$ cat src/rtl/asb_regs.svh
// Constants for the shift, add and branch execution datapath
`ifndef ASB_REGS_SVH
`define ASB_REGS_SVH

// ----------------------------------------
// Flag register bit positions
// ----------------------------------------
`define ASB_V_BIT 7
`define ASB_H_BIT 4
`define ASB_I_BIT 3
`define ASB_N_BIT 2
`define ASB_Z_BIT 1
`define ASB_C_BIT 0

// ----------------------------------------
// Reset values
// ----------------------------------------
`define ASB_ACC_RST 8'h00
`define ASB_HX_RST 16'h0000
`define ASB_SP_RST 16'h00ff
`define ASB_PC_RST 16'h0000
`define ASB_CCR_RST 8'h68

// ----------------------------------------
// Opcodes and opcode fields
// ----------------------------------------
`define ASB_PREFIX 8'h9e
`define ASB_OP_AIS 8'ha7
`define ASB_OP_AIX 8'haf
`define ASB_OP_BCC 8'h24
`define ASB_OP_BCS 8'h25
`define ASB_LO_ADC 4'h9
`define ASB_LO_ADD 4'hb
`define ASB_LO_AND 4'h4
`define ASB_LO_ASL 4'h8
`define ASB_LO_ASR 4'h7
`define ASB_HI_MEMORY_BIT_RESET_OP 4'h1

// ----------------------------------------
// Cycle counts per addressing mode
// ----------------------------------------
`define ASB_CYC_IMM 3'd2
`define ASB_CYC_DIR 3'd3
`define ASB_CYC_EXT 3'd4
`define ASB_CYC_IX2 3'd4
`define ASB_CYC_IX1 3'd3
`define ASB_CYC_IX 3'd2
`define ASB_CYC_SP2 3'd5
`define ASB_CYC_SP1 3'd4
`define ASB_CYC_INH 3'd1
`define ASB_CYC_REL 3'd3

// ----------------------------------------
// Instruction lengths in bytes, prefix excluded
// ----------------------------------------
`define ASB_LEN_1 3'd1
`define ASB_LEN_2 3'd2
`define ASB_LEN_3 3'd3
`define ASB_BRANCH_STEP 16'h0002

`endif

$ cat src/rtl/asb_pkg.sv
// Types for the shift, add and branch execution datapath
package asb_pkg;

	typedef enum logic [3:0] {
		kind_ill, kind_adc, kind_add, kind_and, kind_ais, kind_aix,
		kind_asl, kind_asr, kind_bcc, kind_bcs, kind_memory_bit_reset_op
	} asb_kind_t;

	typedef enum logic [3:0] {
		mode_imm, mode_dir, mode_ext, mode_ix2, mode_ix1, mode_ix,
		mode_sp2, mode_sp1, mode_inh_a, mode_inh_x, mode_rel
	} asb_mode_t;

	typedef enum logic [2:0] {
		st_idle = 3'b001,
		st_read = 3'b010,
		st_pad = 3'b100
	} asb_st_t;

	typedef struct packed {
		asb_kind_t kind;
		asb_mode_t mode;
		logic [2:0] len;
		logic [2:0] cyc;
		logic rmw;
		logic mem;
	} asb_dec_t;

	typedef struct packed {
		asb_st_t st;
		logic [7:0] acc;
		logic [15:0] hx;
		logic [15:0] sp;
		logic [15:0] pc;
		logic [7:0] flag_register;
		logic [15:0] addr;
		logic rd;
		logic wr;
		logic [7:0] wdata;
		logic ready;
		logic done;
		logic illegal;
		logic [2:0] cnt;
		asb_kind_t kind;
		asb_mode_t mode;
		logic [2:0] bitn;
	} asb_state_t;

endpackage : asb_pkg

$ cat src/rtl/asb_alu_if.sv
// Operand and result bundle between core and flag ALU
`timescale 1ns/10ps
interface asb_alu_if;
	asb_pkg::asb_kind_t kind;
	logic [7:0] a;
	logic [7:0] b;
	logic [7:0] ccr_in;
	logic [7:0] res;
	logic [7:0] ccr_out;
	modport core (output kind, a, b, ccr_in, input res, ccr_out);
	modport alu (input kind, a, b, ccr_in, output res, ccr_out);
endinterface : asb_alu_if

$ cat src/rtl/asb_alu.sv
// Eight-bit add, AND and arithmetic shift unit with flag update
`timescale 1ns/10ps
`include "asb_regs.svh"
module asb_alu (
	asb_alu_if.alu bus
);

	// ----------------------------------------
	// Result and flags
	// ----------------------------------------
	// Flags not touched by an operation pass through unchanged
	always_comb begin
		logic [8:0] sum;
		logic [4:0] low;
		logic cin;
		logic [7:0] r;
		logic [7:0] f;
		logic upd;
		cin = (bus.kind == asb_pkg::kind_adc) ? bus.ccr_in[`ASB_C_BIT] : 1'b0;
		sum = {1'b0, bus.a} + {1'b0, bus.b} + {8'h00, cin};
		low = {1'b0, bus.a[3:0]} + {1'b0, bus.b[3:0]} + {4'h0, cin};
		r = bus.a;
		f = bus.ccr_in;
		upd = 1'b1;
		case (bus.kind)
			asb_pkg::kind_adc, asb_pkg::kind_add: begin
				r = sum[7:0];
				f[`ASB_H_BIT] = low[4];
				f[`ASB_V_BIT] = (bus.a[7] & bus.b[7] & ~r[7]) |
					(~bus.a[7] & ~bus.b[7] & r[7]);
				f[`ASB_C_BIT] = sum[8];
			end
			asb_pkg::kind_and: begin
				r = bus.a & bus.b;
				f[`ASB_V_BIT] = 1'b0;
			end
			asb_pkg::kind_asl: begin
				r = {bus.a[6:0], 1'b0};
				f[`ASB_C_BIT] = bus.a[7];
				f[`ASB_V_BIT] = r[7] ^ bus.a[7];
			end
			asb_pkg::kind_asr: begin
				r = {bus.a[7], bus.a[7:1]};
				f[`ASB_C_BIT] = bus.a[0];
				f[`ASB_V_BIT] = r[7] ^ bus.a[0];
			end
			default: begin
				upd = 1'b0;
			end
		endcase
		if (upd) begin
			f[`ASB_N_BIT] = r[7];
			f[`ASB_Z_BIT] = (r == 8'h00);
		end
		bus.res = r;
		bus.ccr_out = f;
	end

endmodule : asb_alu

$ cat src/rtl/asb_core.sv
// Execution datapath for add, AND, shifts, stack/index adjust, branches
`timescale 1ns/10ps
`include "asb_regs.svh"
// What this block does
// - Add with carry into accumulator
// - Add without carry into accumulator
// - Half carry from bit three
// - Overflow on same-sign operands, flipped result
// - Carry out of bit seven
// - Negative copies bit seven, zero on zero
// - Stack pointer plus signed literal, flags kept
// - Index pair plus signed literal, flags kept
// - AND into accumulator, overflow cleared
// - Shift left, zero in, carry from top
// - Shift overflow equals negative xor carry
// - Left shift opcodes and cycle counts
// - Shift right keeps sign, carry from bottom
// - Right shift opcodes and cycle counts
// - Branch when carry clear, flags kept
// - Branch when carry set, flags kept
// - Clear one bit by read-modify-write
// - Bit clear opcodes eleven to 1f
// - Zero page high address byte is zero
// - Prefix selects stack-relative indexed form
// - Branch offset signed from next instruction
module asb_core (
	input wire logic clk_in,
	input wire logic arst_n_in,
	input wire logic valid_in,
	input wire logic prefix_in,
	input wire logic [7:0] opcode_in,
	input wire logic [7:0] opr_hi_in,
	input wire logic [7:0] opr_lo_in,
	input wire logic [7:0] mem_rdata_in,
	output logic ready_out,
	output logic done_out,
	output logic illegal_out,
	output logic [7:0] acc_out,
	output logic [15:0] hx_out,
	output logic [15:0] sp_out,
	output logic [15:0] pc_out,
	output logic [7:0] flags_out,
	output logic [15:0] mem_addr_out,
	output logic mem_rd_out,
	output logic mem_wr_out,
	output logic [7:0] mem_wdata_out
);

	// ----------------------------------------
	// Helper functions
	// ----------------------------------------
	function automatic logic [15:0] asb_sext(input logic [7:0] v);
		return {{8{v[7]}}, v};
	endfunction : asb_sext

	// Indexed column of the opcode map, prefix moves it onto the stack
	function automatic asb_pkg::asb_mode_t asb_col_mode(
		input logic pre,
		input logic [3:0] hi
	);
		case (hi)
			4'ha: return asb_pkg::mode_imm;
			4'hb: return asb_pkg::mode_dir;
			4'hc: return asb_pkg::mode_ext;
			4'hd: return pre ? asb_pkg::mode_sp2 : asb_pkg::mode_ix2;
			4'he: return pre ? asb_pkg::mode_sp1 : asb_pkg::mode_ix1;
			default: return asb_pkg::mode_ix;
		endcase
	endfunction : asb_col_mode

	// Opcode decode, cycles and byte length
	function automatic asb_pkg::asb_dec_t asb_decode(
		input logic pre,
		input logic [7:0] op
	);
		asb_pkg::asb_dec_t d;
		logic alu_lo;
		d.kind = asb_pkg::kind_ill;
		d.mode = asb_pkg::mode_imm;
		d.rmw = 1'b0;
		alu_lo = (op[3:0] == `ASB_LO_ADC) || (op[3:0] == `ASB_LO_ADD) ||
			(op[3:0] == `ASB_LO_AND);
		if (alu_lo && (op[7:4] >= 4'ha) &&
			(!pre || op[7:4] == 4'hd || op[7:4] == 4'he)) begin
			d.mode = asb_col_mode(pre, op[7:4]);
			if (op[3:0] == `ASB_LO_ADC) begin
				d.kind = asb_pkg::kind_adc;
			end else if (op[3:0] == `ASB_LO_ADD) begin
				d.kind = asb_pkg::kind_add;
			end else begin
				d.kind = asb_pkg::kind_and;
			end
		end else if ((op[3:0] == `ASB_LO_ASL || op[3:0] == `ASB_LO_ASR) &&
			op[7:4] >= 4'h3 && op[7:4] <= 4'h7 &&
			(!pre || op[7:4] == 4'h6)) begin
			d.kind = (op[3:0] == `ASB_LO_ASL) ? asb_pkg::kind_asl :
				asb_pkg::kind_asr;
			d.rmw = (op[7:4] != 4'h4) && (op[7:4] != 4'h5);
			case (op[7:4])
				4'h3: d.mode = asb_pkg::mode_dir;
				4'h4: d.mode = asb_pkg::mode_inh_a;
				4'h5: d.mode = asb_pkg::mode_inh_x;
				4'h6: d.mode = pre ? asb_pkg::mode_sp1 : asb_pkg::mode_ix1;
				default: d.mode = asb_pkg::mode_ix;
			endcase
		end else if (!pre && op == `ASB_OP_AIS) begin
			d.kind = asb_pkg::kind_ais;
		end else if (!pre && op == `ASB_OP_AIX) begin
			d.kind = asb_pkg::kind_aix;
		end else if (!pre && (op == `ASB_OP_BCC || op == `ASB_OP_BCS)) begin
			d.kind = (op == `ASB_OP_BCC) ? asb_pkg::kind_bcc :
				asb_pkg::kind_bcs;
			d.mode = asb_pkg::mode_rel;
		end else if (!pre && op[7:4] == `ASB_HI_MEMORY_BIT_RESET_OP && op[0]) begin
			d.kind = asb_pkg::kind_memory_bit_reset_op;
			d.mode = asb_pkg::mode_dir;
			d.rmw = 1'b1;
		end
		case (d.mode)
			asb_pkg::mode_imm: begin
				d.cyc = `ASB_CYC_IMM;
				d.len = `ASB_LEN_2;
			end
			asb_pkg::mode_dir: begin
				d.cyc = `ASB_CYC_DIR;
				d.len = `ASB_LEN_2;
			end
			asb_pkg::mode_ext: begin
				d.cyc = `ASB_CYC_EXT;
				d.len = `ASB_LEN_3;
			end
			asb_pkg::mode_ix2: begin
				d.cyc = `ASB_CYC_IX2;
				d.len = `ASB_LEN_3;
			end
			asb_pkg::mode_ix1: begin
				d.cyc = `ASB_CYC_IX1;
				d.len = `ASB_LEN_2;
			end
			asb_pkg::mode_sp2: begin
				d.cyc = `ASB_CYC_SP2;
				d.len = `ASB_LEN_3;
			end
			asb_pkg::mode_sp1: begin
				d.cyc = `ASB_CYC_SP1;
				d.len = `ASB_LEN_2;
			end
			asb_pkg::mode_rel: begin
				d.cyc = `ASB_CYC_REL;
				d.len = `ASB_LEN_2;
			end
			asb_pkg::mode_inh_a, asb_pkg::mode_inh_x: begin
				d.cyc = `ASB_CYC_INH;
				d.len = `ASB_LEN_1;
			end
			default: begin
				d.cyc = `ASB_CYC_IX;
				d.len = `ASB_LEN_1;
			end
		endcase
		// Memory read-modify-write costs one extra bus cycle
		d.cyc = d.cyc + {2'b00, d.rmw};
		d.len = d.len + {2'b00, pre};
		d.mem = !(d.mode inside {asb_pkg::mode_imm, asb_pkg::mode_rel,
			asb_pkg::mode_inh_a, asb_pkg::mode_inh_x});
		return d;
	endfunction : asb_decode

	// Effective address of the memory operand
	function automatic logic [15:0] asb_ea(
		input asb_pkg::asb_mode_t m,
		input logic [15:0] hx,
		input logic [15:0] sp,
		input logic [7:0] hi,
		input logic [7:0] lo
	);
		case (m)
			asb_pkg::mode_dir: return {8'h00, lo};
			asb_pkg::mode_ext: return {hi, lo};
			asb_pkg::mode_ix2: return hx + {hi, lo};
			asb_pkg::mode_ix1: return hx + {8'h00, lo};
			asb_pkg::mode_sp2: return sp + {hi, lo};
			asb_pkg::mode_sp1: return sp + {8'h00, lo};
			default: return hx;
		endcase
	endfunction : asb_ea

	// ----------------------------------------
	// State, decode and ALU
	// ----------------------------------------
	localparam asb_pkg::asb_state_t ASB_RST = '{
		st: asb_pkg::st_idle, acc: `ASB_ACC_RST, hx: `ASB_HX_RST,
		sp: `ASB_SP_RST, pc: `ASB_PC_RST, flag_register: `ASB_CCR_RST,
		addr: 16'h0000, rd: 1'b0, wr: 1'b0, wdata: 8'h00, ready: 1'b1,
		done: 1'b0, illegal: 1'b0, cnt: 3'd0, kind: asb_pkg::kind_ill,
		mode: asb_pkg::mode_imm, bitn: 3'd0};

	asb_pkg::asb_state_t s_reg;
	asb_pkg::asb_state_t s_next;
	asb_pkg::asb_dec_t dec;
	logic go;
	logic shift_k;
	asb_alu_if alu_bus ();

	asb_alu u_alu (
		.bus(alu_bus)
	);

	assign dec = asb_decode(prefix_in, opcode_in);
	assign go = s_reg.ready && valid_in && (dec.kind != asb_pkg::kind_ill);
	// Taken from the kind sources, not the bundle, to avoid a comb loop
	assign shift_k = s_reg.ready ?
		(dec.kind == asb_pkg::kind_asl || dec.kind == asb_pkg::kind_asr) :
		(s_reg.kind == asb_pkg::kind_asl ||
		s_reg.kind == asb_pkg::kind_asr);

	// Operand steering: issue cycle uses literal or register, read cycle
	// uses the byte the bus returns in that same cycle
	always_comb begin
		alu_bus.kind = s_reg.ready ? dec.kind : s_reg.kind;
		alu_bus.ccr_in = s_reg.flag_register;
		alu_bus.b = s_reg.ready ? opr_lo_in : mem_rdata_in;
		alu_bus.a = s_reg.acc;
		if (shift_k) begin
			if (!s_reg.ready) begin
				alu_bus.a = mem_rdata_in;
			end else if (dec.mode == asb_pkg::mode_inh_x) begin
				alu_bus.a = s_reg.hx[7:0];
			end
		end
	end

	// ----------------------------------------
	// Next-state logic
	// ----------------------------------------
	always_comb begin
		s_next = s_reg;
		s_next.done = 1'b0;
		s_next.rd = 1'b0;
		s_next.wr = 1'b0;
		s_next.illegal = 1'b0;
		unique case (s_reg.st)
			asb_pkg::st_idle: begin
				if (valid_in && dec.kind == asb_pkg::kind_ill) begin
					s_next.illegal = 1'b1;
				end else if (valid_in) begin
					s_next.kind = dec.kind;
					s_next.mode = dec.mode;
					s_next.bitn = opcode_in[3:1];
					s_next.cnt = dec.cyc - 3'd1;
					// Fall-through address; taken branches overwrite it
					s_next.pc = s_reg.pc + {13'h0000, dec.len};
					case (dec.kind)
						asb_pkg::kind_ais: begin
							s_next.sp = s_reg.sp + asb_sext(opr_lo_in);
						end
						asb_pkg::kind_aix: begin
							s_next.hx = s_reg.hx + asb_sext(opr_lo_in);
						end
						asb_pkg::kind_bcc, asb_pkg::kind_bcs: begin
							if (s_reg.flag_register[`ASB_C_BIT] ==
								(dec.kind == asb_pkg::kind_bcs)) begin
								s_next.pc = s_reg.pc + `ASB_BRANCH_STEP +
									asb_sext(opr_lo_in);
							end
						end
						default: begin
							if (dec.mem) begin
								s_next.addr = asb_ea(dec.mode, s_reg.hx, s_reg.sp,
									opr_hi_in, opr_lo_in);
								s_next.rd = 1'b1;
							end else begin
								if (dec.mode == asb_pkg::mode_inh_x) begin
									s_next.hx[7:0] = alu_bus.res;
								end else begin
									s_next.acc = alu_bus.res;
								end
								s_next.flag_register = alu_bus.ccr_out;
							end
						end
					endcase
					s_next.done = (dec.cyc == 3'd1);
					s_next.ready = (dec.cyc == 3'd1);
					if (dec.mem) begin
						s_next.st = asb_pkg::st_read;
					end else if (dec.cyc != 3'd1) begin
						s_next.st = asb_pkg::st_pad;
					end
				end
			end
			asb_pkg::st_read: begin
				if (s_reg.kind == asb_pkg::kind_memory_bit_reset_op) begin
					// Flags left alone; only the selected bit drops
					s_next.wr = 1'b1;
					s_next.wdata = mem_rdata_in & ~(8'h01 << s_reg.bitn);
				end else if (s_reg.kind == asb_pkg::kind_asl ||
					s_reg.kind == asb_pkg::kind_asr) begin
					s_next.wr = 1'b1;
					s_next.wdata = alu_bus.res;
					s_next.flag_register = alu_bus.ccr_out;
				end else begin
					s_next.acc = alu_bus.res;
					s_next.flag_register = alu_bus.ccr_out;
				end
			end
			asb_pkg::st_pad: begin
				s_next.cnt = s_reg.cnt;
			end
			default: begin
				s_next = ASB_RST;
			end
		endcase
		// Cycle counter paces every instruction to its documented length
		if (s_reg.st == asb_pkg::st_read || s_reg.st == asb_pkg::st_pad) begin
			s_next.cnt = s_reg.cnt - 3'd1;
			if (s_reg.cnt == 3'd1) begin
				s_next.done = 1'b1;
				s_next.ready = 1'b1;
				s_next.st = asb_pkg::st_idle;
			end else begin
				s_next.st = asb_pkg::st_pad;
			end
		end
		// Interrupt mask is never changed by this datapath
		s_next.flag_register[`ASB_I_BIT] = s_reg.flag_register[`ASB_I_BIT];
	end

	// ----------------------------------------
	// State register
	// ----------------------------------------
	always_ff @(posedge clk_in or negedge arst_n_in) begin
		if (!arst_n_in) begin
			s_reg <= ASB_RST;
		end else begin
			s_reg <= s_next;
		end
	end

	// Outputs straight from the state register
	assign ready_out = s_reg.ready;
	assign done_out = s_reg.done;
	assign illegal_out = s_reg.illegal;
	assign acc_out = s_reg.acc;
	assign hx_out = s_reg.hx;
	assign sp_out = s_reg.sp;
	assign pc_out = s_reg.pc;
	assign flags_out = s_reg.flag_register;
	assign mem_addr_out = s_reg.addr;
	assign mem_rd_out = s_reg.rd;
	assign mem_wr_out = s_reg.wr;
	assign mem_wdata_out = s_reg.wdata;

	logic [8:0] chk_sum;
	logic [4:0] chk_nib;
	logic imm_add;
	assign imm_add = go && dec.mode == asb_pkg::mode_imm &&
		(dec.kind == asb_pkg::kind_adc || dec.kind == asb_pkg::kind_add);
	assign chk_sum = {1'b0, acc_out} + {1'b0, opr_lo_in} +
		{8'h00, dec.kind == asb_pkg::kind_adc && flags_out[`ASB_C_BIT]};
	assign chk_nib = {1'b0, acc_out[3:0]} + {1'b0, opr_lo_in[3:0]} +
		{4'h0, dec.kind == asb_pkg::kind_adc && flags_out[`ASB_C_BIT]};
endmodule : asb_core

$ cat config.mk
export PLATFORM = sky130hd
export DESIGN_NAME = asb_core
export DESIGN_NICKNAME = d
export VERILOG_FILES = /design/src/rtl/asb_pkg.sv /design/src/rtl/asb_alu_if.sv /design/src/rtl/asb_alu.sv /design/src/rtl/asb_core.sv
export VERILOG_INCLUDE_DIRS = /design/src /design/src/rtl
export SDC_FILE = /design/constraint.sdc
export NUM_CORES = 1
export LEC_CHECK = 0
export BUFFER_PORTS_ARGS = -buffer_cell sky130_fd_sc_hd__buf_4
export CORE_MARGIN = 3
export CORE_UTILIZATION = 61
export DETAILED_ROUTE_END_ITERATION = 8
export PLACE_DENSITY_LB_ADDON = 0.15
export SYNTH_ARGS = -nofsm -noshare
export SYNTH_HDL_FRONTEND = slang
export SYNTH_SLANG_ARGS = --single-unit
$ cat constraint.sdc
create_clock -name clk_in -period 5.2 [get_ports clk_in]
set_clock_uncertainty 0.05 [all_clocks]
set_input_delay 0.26 -clock clk_in [delete_from_list [all_inputs] [get_ports clk_in]]
set_output_delay 0.26 -clock clk_in [all_outputs]
set_load 0.01 [all_outputs]
* Word-level counts from Yosys, hierarchy flattened *
Memory sizes are Yosys's and may differ from the RTL's.
Index checks and enable logic that the tools add are counted.

word-level totals
  register bits = 105
  memories kept = 1
  input bits = 36
  output and inout bits = 93
  memory bits (read-only) = 80

operators by class
  muxes and demuxes = 77
  equal/unequal tests = 69
  add/sub/neg operators = 17
  shift-type cells = 1
  bitwise gates (word level) = 18
  order comparisons = 3
  reductions and logical operators = 45

memory list
  name             words  bits a word  rd ports  clocked after memory_dff  write ports  line             source
  (no name shown)  16     5            1         0                         0            asb_core.sv:119  case (d.mode)

operator list
  operator                                                                number
  84-bit two-way mux                                                      2
  8-bit two-way mux                                                       18
  16-bit one-hot mux with 6 select lines                                  1
  48-bit one-hot mux with 2 select lines                                  1
  16-bit adder                                                            5
  4-bit by 3-bit equality test with 1-bit output (second input constant)  16
  4-bit equality test (second input constant)                             14
  16-bit two-way mux                                                      3
  8-bit one-hot mux with 3 select lines                                   2
  17-bit one-hot mux with 2 select lines                                  1
  16-bit by 8-bit adder with 16-bit output                                2
  8-bit one-hot mux with 4 select lines                                   1
  14-bit two-way mux                                                      2
  25-bit two-way mux                                                      1
  11-bit one-hot mux with 2 select lines                                  1
  4-bit by 2-bit equality test with 1-bit output (second input constant)  5
  4-bit two-way mux                                                       5
  3-bit two-way mux                                                       6
  9-bit two-way mux                                                       2
  2-bit != test (second input constant)                                   9
  3-bit one-hot mux with 2 select lines                                   3
  9-bit one-hot mux with 2 select lines                                   1
  17-bit two-way mux                                                      1
  16-bit by 2-bit adder with 16-bit output (second input constant)        1
  53 further kinds                                                        127

* Logic depth before layout (Yosys ltp) *
Gate-level depths: netlist of run 1.

  depth after elaboration = 25
  depth in mapped cells = 27

* Cells and area by module *
From an unflattened synthesis of run 1, not the netlist that was laid out.

second synthesis, totals
  cells, all modules = 1,473
  area total of the unflattened synthesis = 11,902.7 um^2

by module, submodules not included
  module    instances  cells an instance  area each (um^2)  sequential area each (um^2)
  asb_core  1          1,336              10,953.0          2,642.5
  asb_alu   1          137                949.7             0.0

* Worst setup path after synthesis of run 1 *
No wires, ideal clock.

  path type = input to register
  start = input opcode_in[4]
  end = register s_reg, in the netlist flags_out[1]
  data required time = 5.058 ns
  data arrival time = 5.030 ns
  slack = 0.028 ns
  stages = 22
  cells stage by stage = buf_6 > and2b_1 > o21a_1 > o21ai_2 > o21ai_0 > a31oi_1 > nand2_1 > inv_1 > ha_1 > inv_1 > a2111o_1 > o311a_1 > fa_1 > fa_1 > a21o_1 > a21oi_1 > o21ai_0 > xor2_1 > a32o_1 > a2111o_1 > or3_1 > o31ai_2

between the ends
  word-level cells in the longest chain between the ends = 23
  elaborated cells between the ends (all ways) = 87

RTL lines
  what                                                             line             source
  start: declaration                                               asb_core.sv:31   input wire logic [7:0] opcode_in,
  4-bit by 1-bit equality test with 1-bit output (no source line)  n/a
  1-bit logical AND (no source line)                               n/a
  1-bit logical AND                                                asb_core.sv:114  end else if (!pre && op[7:4] == `ASB_HI_MEMORY_BIT_RESET_OP && op[0]) begin
  8-bit two-way mux                                                asb_core.sv:114
  8-bit two-way mux                                                asb_core.sv:110  end else if (!pre && (op == `ASB_OP_BCC || op == `ASB_OP_BCS)) begin
  4-bit two-way mux                                                asb_core.sv:108  end else if (!pre && op == `ASB_OP_AIX) begin
  4-bit two-way mux                                                asb_core.sv:106  end else if (!pre && op == `ASB_OP_AIS) begin
  8-bit two-way mux                                                asb_core.sv:93   end else if ((op[3:0] == `ASB_LO_ASL || op[3:0] == `ASB_LO_ASR) &&
  (+7 left out)                                                    n/a
  8-bit one-hot mux with 4 select lines                            asb_alu.sv:25    case (bus.kind)
  8-bit logical NOT                                                asb_alu.sv:53    f[`ASB_Z_BIT] = (r == 8'h00);
  2-bit two-way mux                                                asb_alu.sv:51    if (upd) begin
  8-bit two-way mux                                                asb_core.sv:268  if (dec.mem) begin
  25-bit two-way mux                                               asb_core.sv:253  case (dec.kind)
  84-bit two-way mux                                               asb_core.sv:246  end else if (valid_in) begin
  84-bit two-way mux                                               asb_core.sv:244  if (valid_in && dec.kind == asb_pkg::kind_ill) begin
  8-bit one-hot mux with 3 select lines                            asb_core.sv:242  unique case (s_reg.st)
  end signal: assignment                                           asb_core.sv:335  s_reg <= s_next;
  end: declaration                                                 asb_core.sv:198  asb_pkg::asb_state_t s_reg;

Every way passes the cells marked *; elsewhere a longest branch is shown, timed or not. The select of a mux whose other input is x is not followed.
A chain may end at the register's enable or synchronous reset.

* Worst setup path after layout of run 1 *
Ends and elaborated chain as after synthesis.

==> reports/metrics.yaml, run 1 <==
status: "finished, final reports clean"
end_kind: "flop"
startpoint_type: "input pin"
fmax_mhz: 205
clk_latency_ps: 360
cts_buffers: 9
slowest_stage: "o41ai_1"
holdWs_ps: 149
synth_flop_cell: "dfrtp_1"
via_count: 10800
tns_ps: 0
grt_setup_unrepaired: "no"
dp_cells: 1679
worst-slew-pin-transition_ps: 1100
setup_viol: 0
row_count: 49
worst_r2r_startpoint: "ready_out"
io_pins: 129
drcViolationCount: 0
crit_required_ps: 5430
max_stage_delay_ps: 470
finalHoldViolations: 0
drtAntennaViolNets: 0
r2r_setup_slack_ps: 520
ir_worst_vdd_uv: 202
hp-class: "in2reg"
h-tree-depth: 3
fin_crit_sh_pct: 93.8
synth-async-reset-ratio_pct: 100
cts_root_buffer: "clkbuf_16"
cts_tree: "yes"
wl_per_cell_um: 19.8
stdcell_count: 1697
core_um2: 18100
cts_resized: 0
fin_util_pct: 68.8
routabilityCongestion: 0.985
arrival_ps: 5100
grt_pass1_vias: 10300
via_per_inst: 6.36
grt.overflow.total: 0
hold_end: "s_reg[7]"
antenna_found_initial: 0
slew_violations: 0
cellLeakagePower_nw: 5.90
grt.total_usage_pct: 33.0
worst-path-max-fanout: 12
synth_fp_nets: 1553
fin_nets: 1613
worstPathCellList: "buf_4, and2b_1, o211a_1, o22ai_1, o41ai_1, inv_1, ha_1, inv_1, a211oi_2, o311a_1, fa_1, fa_1, a21o_1, a21oi_1, o21ai_0, xor2_1, a32o_1, a2111o_1, or3_1, o31ai_2"
die_h_um: 142
rr_worst_depth: 14
cts.path.max_buffers: 2
slew_headroom_pct: 26.3
cpLargestDelayFamily: "compound AO/OA/AOI/OAI gates"
grt_max_degree: 63
min_period_ps: 4880
start_util_pct: 62.6
dieArea_um2: 20200
wirelength_um: 33700
yosysWarnings: 0
finalPower_w: 0.00279
nFillCells: 1557
seq_area_frac_synth_pct: 23.1
drv_cap: 0
final_layout_size_suffix_gt1_share_pct: 18.3
path_buf_inv: 3
synth.ff_latch_count: 104
synth_edf_count: 0
syn_avg_cell_area_um2: 8.08
clkTransAtPathRegs_ps: 80
port-buffer-count: 127
die_x_um: 142
drtPass1Iterations: 6
powerDensity_nw_per_um2: 224
path_class: "in2reg"
ys_types: 98
r2r-end: "flags_out[1]"
drt_iter0_drc: 919
worstHoldStart: "valid_in"
syn_area_um2: 11300
cts.sinks: 104
min_path_cells: 2
syn2layout_area_growth_pct: 9.76
hpwl_um: 26000
syn_inst: 1403
diodes: 0
grt_pass1_wl_um: 54000
[area by class of cell]
type                       instances  area (um^2)  share of cell area, %
clock buffer                       9          225                   1.81
timing repair buffer             187         1420                   11.4
tap                              229          287                   2.30
multi-input combinational       1109         7640                   61.4
clock inverter                     7         55.1                  0.443
inverter                          52          195                   1.57
sequential                       104         2620                   21.0
[report_power, final]
group | total, W | switching (W) | internal [W]
Combinational | 0.00113 | 0.000641 | 0.000485
Sequential | 0.000980 | 0.000100 | 0.000879
Clock | 0.000680 | 0.000348 | 0.000332
Total | 0.00279 | 0.00109 | 0.00170
[worst max path at each step]
stage	to	slack, ps	from	cells past startpoint
finish	flags_out[1]	320	opcode_in[4]	20
detailed placement	flags_out[1]	10	opcode_in[3]	19
global route	flags_out[1]	6	opcode_in[4]	22
CTS	flags_out[1]	370	opcode_in[3]	19
floorplan	flags_out[1]	30	opcode_in[4]	22
global placement	flags_out[1]	110	opcode_in[3]	19
[Yosys cell counts, drive strengths merged, types with 5 or more instances]
master,n,share of area (%)
o21ai,167,7.4
o41ai,5,0.39
nor2,103,3.6
xor2,33,2.7
a222oi,5,0.44
nand2,147,4.9
nor3,32,1.5
a2111oi,6,0.46
nor2b,16,0.88
a21o,29,1.9
nand4,5,0.28
or2,12,0.66
o2111ai,5,0.39
o21bai,6,0.40
mux2i,14,1.2
xnor2,49,3.8
a22o,14,1.1
a21oi,74,3.3
ha,106,12
dfstp,11,2.6
o221ai,5,0.39
nor3b,8,0.53
a32o,5,0.44
clkbuf,38,1.3
dfrtp,93,21
fa,8,1.4
a22oi,10,0.66
and2,7,0.41
nand2b,13,0.72
buf,100,6.5
a211oi,10,0.71
nand3,29,1.3
or3,12,0.66
and3,20,1.1
o21a,16,1.1
a31oi,18,1.1
o22ai,14,0.77
nor4b,5,0.68
inv,51,1.7
mux2,23,2.3
o211ai,12,0.80
[stage by stage]
| stage | worst slack (ps) | area, um^2 |
|---|---|---|
| 6_report | 325 | 12400 |
| 5_1_grt | 6.05 | 12400 |
| 4_1_cts | 371 | 12400 |
| 3_5_place_dp | 12.1 | 12100 |
| 3_3_place_gp | 106 | 12100 |
| 2_1_floorplan | 28.1 | 11300 |
[placed cells by master (no fill, tap or decap), types with 10 or more instances in the layout]
cell type	count
buf_4	185
o21ai_0	155
nand2_1	146
ha_1	106
nor2_1	100
dfrtp_1	93
a21oi_1	73
inv_1	50
xnor2_1	49
xor2_1	32
nor3_1	31
nand3_1	29
a21o_1	29
mux2_2	23
and3_1	20
a31oi_1	17
nor2b_1	16
o21a_1	15
mux2i_1	14
o22ai_1	14
a22o_1	14
nand2b_1	13
o211ai_1	12
or3_1	12
o21ai_1	11
dfstp_2	11
a22oi_1	10
[worst register-to-register path, stage by stage (launching register included)]
cell and delay (ps):
dfstp_2 670, inv_1 180, a311oi_1 540, nor2_2 90, and4b_1 230, fa_1 480, fa_1 470, a21o_1 190
a21oi_1 170, o21ai_0 150, xor2_1 170, a32o_1 280, a2111o_1 380, or3_1 380, o31ai_2 170
[metal layers]
metal | global-route usage [%] | vias up | share of wire [%]
met5 | 0 | - | 0
met4 | 15.4 | 0 | 4.6
met3 | 3.86 | 97 | 7.7
met2 | 53.6 | 524 | 46
met1 | 44.3 | 5045 | 42
li1 | - | 5135 | -
[what timing repair did]
action,CTS,global route
buffers inserted,0,1
hold endpoints to repair,53,0
setup endpoints to repair,0,1
hold buffers,1,0
[kinds of logic after synthesis]
family / after synthesis / synth area share (%)
compound gates: 448 / 25.7
simple gates: 427 / 18.6
xor+xnor: 82 / 6.50
mux: 37 / 3.52
buf+inv: 190 / 9.49
flops: 104 / 23.1
fa+ha+maj: 114 / 13.1
other cells: 1 / 0.0331
(Power assumes the default switching activity.)
==> run 2, diff against run 1 <==
==> constraint.sdc (replaced) <==
create_clock -name clk_in -period 5.2 [get_ports clk_in]
set_clock_uncertainty 0.05 [all_clocks]
set_input_delay 1.04 -clock clk_in [delete_from_list [all_inputs] [get_ports clk_in]]
set_output_delay 1.04 -clock clk_in [all_outputs]
set_load 0.01 [all_outputs]
==> run 2 against run 1 <==
Effect of this change:
- non-clock buffer count rose by 76
- worst hold slack improved by 280 ps
- via count rose by 5.1%
- sequential power rose by 1%
- flip-flop and latch count did not move
- clock-buffer cell count rose by 4
- setup slack got worse by 260 ps
- largest power group unchanged
- highest routed layer unchanged
==> reports/metrics.yaml, run 2 (synthesis gave the netlist of run 1 again) <==
status: "finished, final reports clean"
worstPathCellList: "buf_8, and2b_2, o211a_1, o22ai_2, buf_6, o41ai_4, inv_2, ha_4, inv_4, a211oi_4, o311a_1, fa_2, fa_2, a21o_1, a21oi_2, buf_4, xnor2_2, a32oi_1, o221ai_1, or4b_4, o31ai_4"
routabilityCongestion: 0.988  # +0.39%
path_class: "in2reg"
diodes: 0  # unchanged
max_stage_delay_ps: 550  # +80 ps
drt_iter0_drc: 1147  # +25%
h-tree-depth: 3  # unchanged
slowest_stage: "or4b_4"
powerDensity_nw_per_um2: 219  # -2.3%
grt_pass1_wl_um: 55000  # +1.7%
die_x_um: 142  # unchanged
cts_root_buffer: "clkbuf_16"
hp-class: "reg2reg"
fmax_mhz: 195  # -5.1%
fin_crit_sh_pct: 98.8  # +5.0 points
p_seq_share_pct: 34.1  # -1.1 points
slew_headroom_pct: 8.21  # -18 points
tns_ps: 0  # unchanged
cpMostUsedCell: "fa_2"
start_util_pct: 62.6  # unchanged
via_per_inst: 6.40  # +0.60%
min_period_ps: 5140  # +262 ps
combPwrFrac_pct: 41.8  # +1.4 points
drtAntennaViolNets: 0  # unchanged
ctsHoldBuffers: 0  # -1
grt_pass1_vias: 10800  # +4.4%
startpoint_type: "input pin"
fin_util_pct: 73.6  # +4.8 points
drcViolationCount: 0  # unchanged
drtPass1Iterations: 6  # unchanged
antenna_found_initial: 0  # unchanged
crit_required_ps: 5440  # about the same
wirelength_um: 35100  # +4.4%
p_clk_share_pct: 24.1  # -0.3 points
grt_setup_unrepaired: "yes"
p_sw_share_pct: 38.8  # -0.31 points
cts.sinks: 104  # unchanged
cts.path.max_buffers: 2  # unchanged
clk_latency_ps: 370  # about the same
io_pins: 129  # unchanged
drv_cap: 0  # unchanged
dp_cells: 1751  # +4.3%
wl_per_cell_um: 19.8  # about the same
grt_max_degree: 74  # +17%
stdcell_count: 1773  # +4.5%
syn2layout_area_growth_pct: 17.4
core_um2: 18100  # unchanged
clkTransAtPathRegs_ps: 80  # about the same
grt.total_usage_pct: 33.7  # +0.65 points
die_h_um: 142  # unchanged
arrival_ps: 5380  # +280 ps
final_common_cell: "buf_4"
p_sw_w: 0.00113  # +3.7%
dieArea_um2: 20200  # unchanged
finalHoldViolations: 0  # unchanged
final_layout_size_suffix_gt1_share_pct: 25.1  # +6.9 points
cts_tree: "yes"
port-buffer-count: 127  # unchanged
hpwl_um: 26500  # +2.1%
via_count: 11400  # +5.1%
end_kind: "flop"
row_count: 49  # unchanged
cts_buffers: 9  # unchanged
slew_violations: 0  # unchanged
worst-path-max-fanout: 4  # -8
fin_nets: 1689  # +4.7%
final_cell_mix: "buf_4 (259), nand2_1 (145), o21ai_0 (144), ha_1 (101), nor2_1 (100)"
cellLeakagePower_nw: 6.32  # +7.1%
grt.overflow.total: 0  # unchanged
nFillCells: 1434  # -7.9%
finalPower_w: 0.00291  # +4.5%
holdWs_ps: 431  # +282 ps
p_int_w: 0.00178  # +5.1%
setup_viol: 0  # unchanged
ir_worst_vdd_uv: 174  # -14%
worst-slew-pin-transition_ps: 1370  # +268 ps
## run 2: timing repair
action | in CTS | in global routing
setup buffers | 0 | 6
hold endpoints to repair | 0 | 0
gates resized for setup | 0 | 44
endpoints found under the setup margin | 0 | 20
## run 2: critical path, delay by kind of cell
family | cells | cell delay [ps]
AO/OA/AOI/OAI | 10 | 1980
adder cells (fa/ha/maj) | 3 | 940
AND/OR/NAND/NOR | 2 | 780
buffers and inverters | 5 | 560
XOR/XNOR | 1 | 50
## run 2: layer usage
layer	vias up	track usage, %	share of wire (%)
li1	5286	-	-
met1	5401	45.4	41
met2	543	53.6	46
met3	122	5.34	8.7
met4	0	15.2	4.3
met5	-	0	0
## run 2: power groups by stage
stage / Sequential, W / Clock, W / Combinational, W
2_1_floorplan: 0.000943 / 0 / 0.000813
3_3_place_gp: 0.00100 / 0 / 0.00113
3_5_place_dp: 0.00100 / 0 / 0.00115
4_1_cts: 0.000987 / 0.000701 / 0.00117
5_1_grt: 0.000999 / 0.000727 / 0.00133
6_report: 0.000993 / 0.000701 / 0.00122
## run 2: final timing paths
check / startpoint / to / slack, ps / cells past startpoint
min in group asynchronous: arst_n_in / sp_out[14] / 770 / 1
max reg2reg: ready_out / flags_out[1] / 750 / 14
max in group asynchronous: arst_n_in / s_reg[8] / 3310 / 2
max: opcode_in[4] / flags_out[1] / 60 / 21
min reg2reg: mem_addr_out[5] / mem_addr_out[5] / 430 / 2
min: mem_addr_out[5] / mem_addr_out[5] / 430 / 2
## run 2: area by class of cell
class | count | area [um^2] | area share [%]
well taps | 229 | 287 | 2.15
multi-input cells | 1109 | 7920 | 59.5
repair buffers | 263 | 2000 | 15.0
clock inverters | 3 | 25.0 | 0.188
flip-flops and latches | 104 | 2620 | 19.7
inverters | 52 | 198 | 1.49
clock buffers | 13 | 260 | 1.96
## run 2: per-stage QoR
| step | setup slack, ps | instance area, um^2 |
|---|---|---|
| final | 63.0 | 13300 |
| after global routing | -131 | 13300 |
| after CTS | 2.35 | 13100 |
| after detailed placement | -368 | 12800 |
| after global placement | -263 | 12800 |
| after floorplan | -237 | 11500 |
